==> config.mk <==
export PLATFORM = sky130hd
export DESIGN_NAME = result_bank
export DESIGN_NICKNAME = d
export VERILOG_FILES = /design/src/include/result_bank_pkg.sv /design/src/hdl/result_bank.sv
export SDC_FILE = /design/constraint.sdc
export NUM_CORES = 1
export LEC_CHECK = 0
export ABC_AREA = 0
export BUFFER_PORTS_ARGS = -buffer_cell sky130_fd_sc_hd__buf_2
export CORE_MARGIN = 5
export CORE_UTILIZATION = 35
export CTS_CLUSTER_DIAMETER = 80
export DETAILED_ROUTE_END_ITERATION = 10
export PLACE_DENSITY = 0.61
export SLEW_MARGIN = 15
export SYNTH_ARGS = -nofsm -noshare
export SYNTH_HDL_FRONTEND = slang
export SYNTH_SLANG_ARGS = --single-unit
==> constraint.sdc <==
create_clock -name clk -period 7.4 [get_ports clk]
set_input_delay 0 -clock clk [delete_from_list [all_inputs] [get_ports clk]]
set_output_delay 0 -clock clk [all_outputs]
set_load 0.005 [all_outputs]
==> src/include/result_bank_pkg.sv <==
/*
  Package for the measurement result bank: register offsets, control field positions, reset values,
  channel codes and the record carried from the converter into the bank.
  Assumes an 8-bit register address space reached by a byte-wide register port.
*/
package result_bank_pkg;

  localparam logic [7:0] OFF_CONTROL          = 8'h2e;
  localparam logic [7:0] OFF_DISABLE_0        = 8'h2f;
  localparam logic [7:0] OFF_DISABLE_1        = 8'h30;
  localparam logic [7:0] OFF_INPUT_CURRENT    = 8'h31;
  localparam logic [7:0] OFF_BATTERY_CURRENT  = 8'h33;
  localparam logic [7:0] OFF_BUS_VOLTAGE      = 8'h35;
  localparam logic [7:0] OFF_ADAPTER_ONE      = 8'h37;
  localparam logic [7:0] OFF_ADAPTER_TWO      = 8'h39;
  localparam logic [7:0] OFF_BATTERY_VOLTAGE  = 8'h3b;
  localparam logic [7:0] OFF_SYSTEM_VOLTAGE   = 8'h3d;

  localparam int CTL_ENABLE_BIT     = 7;
  localparam int CTL_ONE_SHOT_BIT   = 6;
  localparam int CTL_SPEED_LSB      = 4;
  localparam int CTL_AVERAGE_BIT    = 3;
  localparam int CTL_SEED_BIT       = 2;

  localparam logic [7:0] CONTROL_RESET   = 8'h30;
  localparam logic [7:0] DISABLE_0_RESET = 8'h00;
  localparam logic [7:0] DISABLE_1_RESET = 8'h00;
  localparam logic [15:0] RESULT_RESET   = 16'h0000;

  localparam logic [7:0] DISABLE_0_MASK = 8'hfe;
  localparam logic [7:0] DISABLE_1_MASK = 8'hf0;

  localparam int MAX_INPUT_CURRENT_MA   = 5000;
  localparam int MAX_BATTERY_CURRENT_MA = 8000;
  localparam int MAX_BUS_VOLTAGE_MV     = 30000;
  localparam int MAX_BATTERY_VOLTAGE_MV = 20000;
  localparam int MAX_SYSTEM_VOLTAGE_MV  = 24000;

  localparam int NUM_CHANNELS = 7;

  typedef enum logic [2:0] {
    CH_INPUT_CURRENT   = 3'b000,
    CH_BATTERY_CURRENT = 3'b001,
    CH_BUS_VOLTAGE     = 3'b010,
    CH_ADAPTER_ONE     = 3'b011,
    CH_ADAPTER_TWO     = 3'b100,
    CH_BATTERY_VOLTAGE = 3'b101,
    CH_SYSTEM_VOLTAGE  = 3'b110
  } channel_t;

  typedef struct packed {
    logic        valid;
    channel_t    channel;
    logic [15:0] value;
  } sample_t;

endpackage

==> src/hdl/result_bank.sv <==
/*
  Measurement result bank with its converter control: sequences channels, averages, clamps and
  stores 16-bit signed results, and serves byte reads and writes at the register port.
  Assumes the analog converter answers each request with one sample_t pulse on the same clock,
  and the serial host logic presents one byte access per cycle.
*/
// Notes on behaviour
// - Input current is signed; positive flows from bus input toward middle node.
// - Input current is one milliampere per bit, zero offset, magnitude up to 5000.
// - Battery current is signed: positive while charging, negative while discharging.
// - Battery current is one milliampere per bit, zero offset, magnitude up to 8000.
// - Bus and both adapter voltages: signed, one millivolt per bit, up to 30000.
// - Battery voltage is positive minus negative sense, one millivolt per bit, up to 20000.
// - System voltage is signed, zero offset, up to 24000 millivolts.
// - Converter runs only when enabled; continuous or one shot per request.
// - Two-bit speed code selects 15, 14, 13 or 12 bits; reset code is 3.
// - Averaging bit picks single or running average; seed bit picks old or fresh start.
// - Each channel has a disable bit, clear at reset; set excludes the channel.
`timescale 1ns/1ps
module result_bank (
  input  wire logic                     clk,
  input  wire logic                     rst_n,
  input  wire logic                     reg_sel,
  input  wire logic                     reg_write,
  input  wire logic                     reg_last,
  input  wire logic [7:0]               reg_addr,
  input  wire logic [7:0]               reg_wdata,
  output logic      [7:0]               reg_rdata,
  output logic                          conv_request,
  output result_bank_pkg::channel_t     conv_channel,
  output logic      [3:0]               conv_bits,
  input  wire result_bank_pkg::sample_t conv_sample,
  output logic                          conv_busy
);

  typedef enum logic [1:0] {
    ST_IDLE = 2'b00,
    ST_PICK = 2'b01,
    ST_WAIT = 2'b10
  } seq_t;

  logic [7:0]  control_ff;
  logic [7:0]  disable0_ff;
  logic [7:0]  disable1_ff;
  logic [15:0] result_ff [result_bank_pkg::NUM_CHANNELS];
  logic [6:0]  seeded_ff;
  seq_t        state_ff;
  seq_t        nxt_state;
  logic [2:0]  chan_ff;
  logic [2:0]  nxt_chan;
  logic        shot_ff;
  logic [7:0]  low_latch_ff;
  logic        pair_hold_ff;
  logic [6:0]  chan_off;
  logic        enabled;
  logic        one_shot;
  logic        write_ctl;
  logic [15:0] clamped;
  logic [15:0] averaged;
  logic        accept;
  logic        pass_done;
  logic [7:0]  pair_addr_ff;
  logic [15:0] old_word;

  // Clamps a signed reading to the channel's full-scale magnitude.
  function automatic logic [15:0] clamp_signed(input logic [15:0] v, input int limit);
    logic signed [16:0] s;
    logic signed [16:0] lim;
    s   = {v[15], v};
    lim = 17'(limit);
    if (s > lim) begin
      clamp_signed = lim[15:0];
    end else if (s < -lim) begin
      clamp_signed = 16'((-lim));
    end else begin
      clamp_signed = v;
    end
  endfunction

  // Maps a channel code to its full-scale figure.
  function automatic int channel_limit(input logic [2:0] ch);
    case (ch)
      3'h0:    channel_limit = result_bank_pkg::MAX_INPUT_CURRENT_MA;
      3'h1:    channel_limit = result_bank_pkg::MAX_BATTERY_CURRENT_MA;
      3'h5:    channel_limit = result_bank_pkg::MAX_BATTERY_VOLTAGE_MV;
      3'h6:    channel_limit = result_bank_pkg::MAX_SYSTEM_VOLTAGE_MV;
      default: channel_limit = result_bank_pkg::MAX_BUS_VOLTAGE_MV;
    endcase
  endfunction

  // Maps either byte offset of a result register to its channel; 3'h7 means no result there.
  function automatic logic [2:0] offset_channel(input logic [7:0] a);
    case (a)
      result_bank_pkg::OFF_INPUT_CURRENT,   8'h32: offset_channel = 3'h0;
      result_bank_pkg::OFF_BATTERY_CURRENT, 8'h34: offset_channel = 3'h1;
      result_bank_pkg::OFF_BUS_VOLTAGE,     8'h36: offset_channel = 3'h2;
      result_bank_pkg::OFF_ADAPTER_ONE,     8'h38: offset_channel = 3'h3;
      result_bank_pkg::OFF_ADAPTER_TWO,     8'h3a: offset_channel = 3'h4;
      result_bank_pkg::OFF_BATTERY_VOLTAGE, 8'h3c: offset_channel = 3'h5;
      result_bank_pkg::OFF_SYSTEM_VOLTAGE,  8'h3e: offset_channel = 3'h6;
      default:                                     offset_channel = 3'h7;
    endcase
  endfunction

  assign enabled   = control_ff[result_bank_pkg::CTL_ENABLE_BIT];
  assign one_shot  = control_ff[result_bank_pkg::CTL_ONE_SHOT_BIT];
  assign write_ctl = reg_sel && reg_write && (reg_addr == result_bank_pkg::OFF_CONTROL);
  assign accept    = conv_request && conv_sample.valid && (conv_sample.channel == conv_channel);

  // A pass ends on any step back to idle, also one whose last channels are disabled.
  assign pass_done = (state_ff != ST_IDLE) && (nxt_state == ST_IDLE);

  // Channel order follows channel_t: input current, battery current, bus, adapter one, two, battery, system.
  assign chan_off = {disable0_ff[3], disable0_ff[4], disable1_ff[5], disable1_ff[4],
                     disable0_ff[5], disable0_ff[6], disable0_ff[7]};

  always_ff @(posedge clk) begin
    if (!rst_n) begin
      control_ff  <= result_bank_pkg::CONTROL_RESET;
      disable0_ff <= result_bank_pkg::DISABLE_0_RESET;
      disable1_ff <= result_bank_pkg::DISABLE_1_RESET;
    end else if (reg_sel && reg_write) begin
      case (reg_addr)
        result_bank_pkg::OFF_CONTROL:   control_ff  <= reg_wdata;
        result_bank_pkg::OFF_DISABLE_0: disable0_ff <= reg_wdata & result_bank_pkg::DISABLE_0_MASK;
        result_bank_pkg::OFF_DISABLE_1: disable1_ff <= reg_wdata & result_bank_pkg::DISABLE_1_MASK;
        default: ;
      endcase
    end else if (one_shot && pass_done) begin
      // A finished one-shot pass drops the enable bit, so the next pass needs a new request.
      control_ff[result_bank_pkg::CTL_ENABLE_BIT] <= 1'b0;
    end
  end

  // Walks enabled channels in order; one shot runs one pass per enable write.
  always_comb begin
    nxt_state = state_ff;
    nxt_chan  = chan_ff;
    case (state_ff)
      ST_IDLE: begin
        if (enabled && (!one_shot || shot_ff)) begin
          nxt_state = ST_PICK;
          nxt_chan  = 3'h0;
        end
      end
      ST_PICK: begin
        if (!enabled) begin
          nxt_state = ST_IDLE;
        end else if (chan_ff == 3'(result_bank_pkg::NUM_CHANNELS)) begin
          nxt_state = one_shot ? ST_IDLE : ST_PICK;
          nxt_chan  = 3'h0;
        end else if (chan_off[chan_ff]) begin
          nxt_chan = chan_ff + 3'h1;
        end else begin
          nxt_state = ST_WAIT;
        end
      end
      ST_WAIT: begin
        // A sample for another channel is refused, so it neither stores nor advances.
        if (accept) begin
          nxt_chan  = chan_ff + 3'h1;
          nxt_state = (one_shot && chan_ff == 3'(result_bank_pkg::NUM_CHANNELS - 1)) ? ST_IDLE : ST_PICK;
        end
      end
      default: begin
        nxt_state = ST_IDLE;
        nxt_chan  = 3'h0;
      end
    endcase
  end

  always_ff @(posedge clk) begin
    if (!rst_n) begin
      state_ff <= ST_IDLE;
      chan_ff  <= 3'h0;
    end else begin
      state_ff <= nxt_state;
      chan_ff  <= nxt_chan;
    end
  end

  // A one-shot request is armed by writing the enable bit and spent by starting a pass.
  always_ff @(posedge clk) begin
    if (!rst_n) begin
      shot_ff <= 1'b0;
    end else if (write_ctl) begin
      shot_ff <= reg_wdata[result_bank_pkg::CTL_ENABLE_BIT];
    end else if (state_ff == ST_IDLE && nxt_state == ST_PICK) begin
      shot_ff <= 1'b0;
    end
  end

  assign conv_request = (state_ff == ST_WAIT);
  assign conv_channel = result_bank_pkg::channel_t'(chan_ff);
  assign conv_bits    = 4'hf - {2'b00, control_ff[result_bank_pkg::CTL_SPEED_LSB +: 2]};
  assign conv_busy    = (state_ff != ST_IDLE);

  // Sign is kept as delivered, so current direction survives into the result.
  assign clamped = clamp_signed(conv_sample.value, channel_limit(chan_ff));

  // Half-sum running average; an arithmetic shift keeps negative currents negative.
  assign averaged = 16'(($signed({old_word[15], old_word})
                       + $signed({clamped[15], clamped})) >>> 1);

  // Channel code 7 marks the end of a pass and has no word, so it reads as zero.
  always_comb begin
    old_word = result_bank_pkg::RESULT_RESET;
    if (chan_ff != 3'h7) begin
      old_word = result_ff[chan_ff];
    end
  end

  always_ff @(posedge clk) begin
    if (!rst_n) begin
      for (int i = 0; i < result_bank_pkg::NUM_CHANNELS; i++) begin
        result_ff[i] <= result_bank_pkg::RESULT_RESET;
      end
      seeded_ff <= 7'h00;
    end else begin
      if (write_ctl) begin
        seeded_ff <= 7'h00;
      end
      if (accept) begin
        // Whole word written in one edge, never byte by byte.
        if (!control_ff[result_bank_pkg::CTL_AVERAGE_BIT]) begin
          result_ff[chan_ff] <= clamped;
        end else if (control_ff[result_bank_pkg::CTL_SEED_BIT] && !seeded_ff[chan_ff]) begin
          result_ff[chan_ff] <= clamped;
        end else begin
          result_ff[chan_ff] <= averaged;
        end
        seeded_ff[chan_ff] <= 1'b1;
      end
    end
  end

  // Reading a high byte latches the low byte, so the pair comes from one conversion.
  always_ff @(posedge clk) begin
    if (!rst_n) begin
      low_latch_ff <= 8'h00;
      pair_hold_ff <= 1'b0;
      pair_addr_ff <= 8'h00;
    end else if (reg_sel && !reg_write) begin
      if (offset_channel(reg_addr) != 3'h7 && reg_addr[0]) begin
        low_latch_ff <= result_ff[offset_channel(reg_addr)][7:0];
        pair_hold_ff <= !reg_last;
        pair_addr_ff <= reg_addr + 8'h01;
      end else begin
        pair_hold_ff <= 1'b0;
      end
    end
  end

  always_ff @(posedge clk) begin
    if (!rst_n) begin
      reg_rdata <= 8'h00;
    end else if (reg_sel && !reg_write) begin
      case (reg_addr)
        result_bank_pkg::OFF_CONTROL:   reg_rdata <= {control_ff[7:2], 2'b00};
        result_bank_pkg::OFF_DISABLE_0: reg_rdata <= disable0_ff;
        result_bank_pkg::OFF_DISABLE_1: reg_rdata <= disable1_ff;
        default: begin
          if (offset_channel(reg_addr) == 3'h7) begin
            reg_rdata <= 8'h00;
          end else if (reg_addr[0]) begin
            reg_rdata <= result_ff[offset_channel(reg_addr)][15:8];
          end else if (pair_hold_ff && reg_addr == pair_addr_ff) begin
            // The latched byte only answers its partner address; a jump elsewhere reads live data.
            reg_rdata <= low_latch_ff;
          end else begin
            reg_rdata <= result_ff[offset_channel(reg_addr)][7:0];
          end
        end
      endcase
    end
  end

endmodule // result_bank

==> out/results.tsv <==
metric	value	unit
peak supply drop	0.135	mV
final setup TNS	0	ns
Die X	190	µm
clock slew at reported path FFs	0.07	ns
PD cells	184	nW/µm²
crit-path max FO	16	
drc violations	0	
TritonCTS clock tree	done	
arrival time worst endpoint	6.70	ns
initial antenna violation count	0	
Seq cells post-synth	186	
commonest non-fill, non-tap cell in the layout	nor2_1	
maxcap violations	0	
Final Skew	0.0251	ns
WL/cell	20.2	µm
Std-Cell Rows	66	
CORE AREA	32300	µm²
multi-input combinational cell area	6080	µm²
initial core utilization	0.351	
Max clock buf depth	2	
GRT Overall Usage	0.175	
non-filler cells, final	1576	
final critical-path share of the clock period	0.886	
Startpoint Class	register	
RSZ-0062 raised after global routing	false	
Worst Path Required	7.55	ns
clk_lat worst skew	0.44	ns
Synth cell types	78	
mean post-synth cell area	10.6	µm²
Post-DP HPWL	21900	µm
grt total ovfl	0	
ant diodes	0	
Layout Area Growth over Synthesis	13.8	%
Pre-Repair DR Iteration Count	5	
placed insts	1531	
share of cells above drive strength 1	0.191	
# H-tree levels	4	
mapped cell area	11300	µm²
Min-Delay Path Class	in -> reg	
CP endpoint kind	register	
register area share after synthesis	0.427	
die height	190	µm
number of global-route vias before repair	8554	
Initial DRC Count	801	
largest net degree at the start of global routing	45	
PortBufs	54	
main flop type after synthesis	edfxtp_1	
fin crit period	6.56	ns
die area	36100	µm²
WHS	0.0345	ns
Syn Inst Count	1069	
Root Driver	clkbuf_16	
Slew Limit Fails	0	
Syn. warnings	0	
Fin. Hold Viols	0	
vias per cell	5.56	
first-pass GRT wire length	48900	µm
achievable clock frequency	0.153	GHz
Rel. slew slack	0.253	
Inserted Clock Buffers	17	
Post-synth EDFFs	112	
Worst Tran Pin Value	1.12	ns
Vias	8756	
Antenna Nets Post-Route	0	
Resized cells post-CTS	0	
Async SR Flop Fraction	0	
critical path type	reg -> reg	
setup violators final	0	
total area of sequential cells	4850	µm²
Clock Sinks	186	
Total Routed Length	31800	µm
nets	1216	
P_leak	4.97	nW
status	finished, final reports clean	
Top Ports	58	
most frequent cells in the layout	nor2_1, edfxtp_1, dfxtp_1	
fillers	3075	
GPL Wtd Cong	0.959	
==> cell families after synthesis <==
kind of cell | Yosys count | synth area share
compound gates | 203 | 0.119
flops | 186 | 0.427
simple gates | 353 | 0.143
other cells | 2 | 0.000662
xor+xnor | 27 | 0.0208
fa+ha+maj | 54 | 0.0602
mux | 131 | 0.189
buf+inv | 113 | 0.0407
==> sequential cells by signal (all words and copies together), names as in the netlist, named ones only <==
name          flops
pair_addr_ff      8
shot_ff           1
conv_channel      3
reg_rdata         8
pair_hold_ff      1
seeded_ff         7
disable1_ff       4
result_ff       128
low_latch_ff      8
disable0_ff       7
control_ff        6
state_ff          2
==> critical path: stages, from the launching register on <==
cell,delay [ns]
dfxtp_1,0.31
buf_4,0.22
inv_1,0.16
ha_1,0.30
nand2_1,0.16
inv_1,0.10
a21oi_1,0.25
o21ai_0,0.18
ha_1,0.30
o21ai_0,0.08
a2111oi_0,0.57
o41ai_2,0.21
nand3_1,0.28
buf_4,0.29
a21oi_1,0.09
a21oi_1,0.21
inv_1,0.07
ha_1,0.35
o21a_1,0.14
o21ai_0,0.36
a211oi_1,0.17
o211a_1,0.29
o31ai_1,0.30
a21oi_1,0.13
nor3_1,0.59
nor3_1,0.14
==> metrics by stage <==
step,area (µm²),setup WS (ns),power (mW),util
6_report,12900,0.843,2.38,0.400
5_1_grt,12900,0.225,2.46,0.400
4_1_cts,12900,0.900,2.39,0.400
3_5_place_dp,12100,0.945,1.41,0.376
3_3_place_gp,12100,1.03,1.40,0.376
2_1_floorplan,11400,1.87,1.33,-
==> final cells by class <==
class                           count  area share
Clock buffer                       22      0.0401
Clock inverter                     10     0.00949
Inverter                           50      0.0145
Multi-Input combinational cell    772       0.471
Sequential cell                   186       0.375
Tap cell                          442      0.0428
Timing Repair Buffer               94      0.0467
==> Yosys cell counts, types with 19 or more instances <==
library cell,instances,area [µm²]
clkbuf_1,37,139
nor3_1,21,105
mux4_2,64,1440
edfxtp_1,112,3360
a211oi_1,19,143
nand3_1,35,175
a21oi_1,49,245
mux2i_1,52,521
nor2_1,160,601
inv_1,46,173
ha_1,53,663
nand2_1,63,236
dfxtp_1,74,1480
o21ai_0,46,230
==> repair_timing <==
action,CTS,global route
hold buffers,13,0
hold endpoints to repair,23,0
setup buffers,0,0
==> worst paths after layout <==
kind / startpoint / depth (start not counted) / slack, ns / to
worst max-delay path: conv_channel[0] / 25 / 0.84 / result_ff[4][13]
worst min-delay path: reg_addr[4] / 4 / 0.03 / pair_addr_ff[5]
worst max register to register: conv_channel[0] / 25 / 0.84 / result_ff[4][13]
worst min register to register: seeded_ff[2] / 2 / 0.46 / seeded_ff[2]
==> power by group <==
group	switching (mW)	total [mW]	internal (mW)
clock	0.412	0.985	0.573
combinational	0.157	0.268	0.111
sequential	0.0104	1.12	1.11
==> metal layers <==
| metal | part of all wire | up-vias | global-route usage | wire length [µm] |
|---|---|---|---|---|
| li1 | - | 4085 | - | - |
| met1 | 0.43 | 4322 | 0.237 | 13600 |
| met2 | 0.49 | 319 | 0.296 | 15600 |
| met3 | 0.066 | 30 | 0.0268 | 2110 |
| met4 | 0.017 | 0 | 0.0456 | 542 |
| met5 | 0 | - | 0 | 0 |
Note: power is estimated with default switching activity, not from simulation.
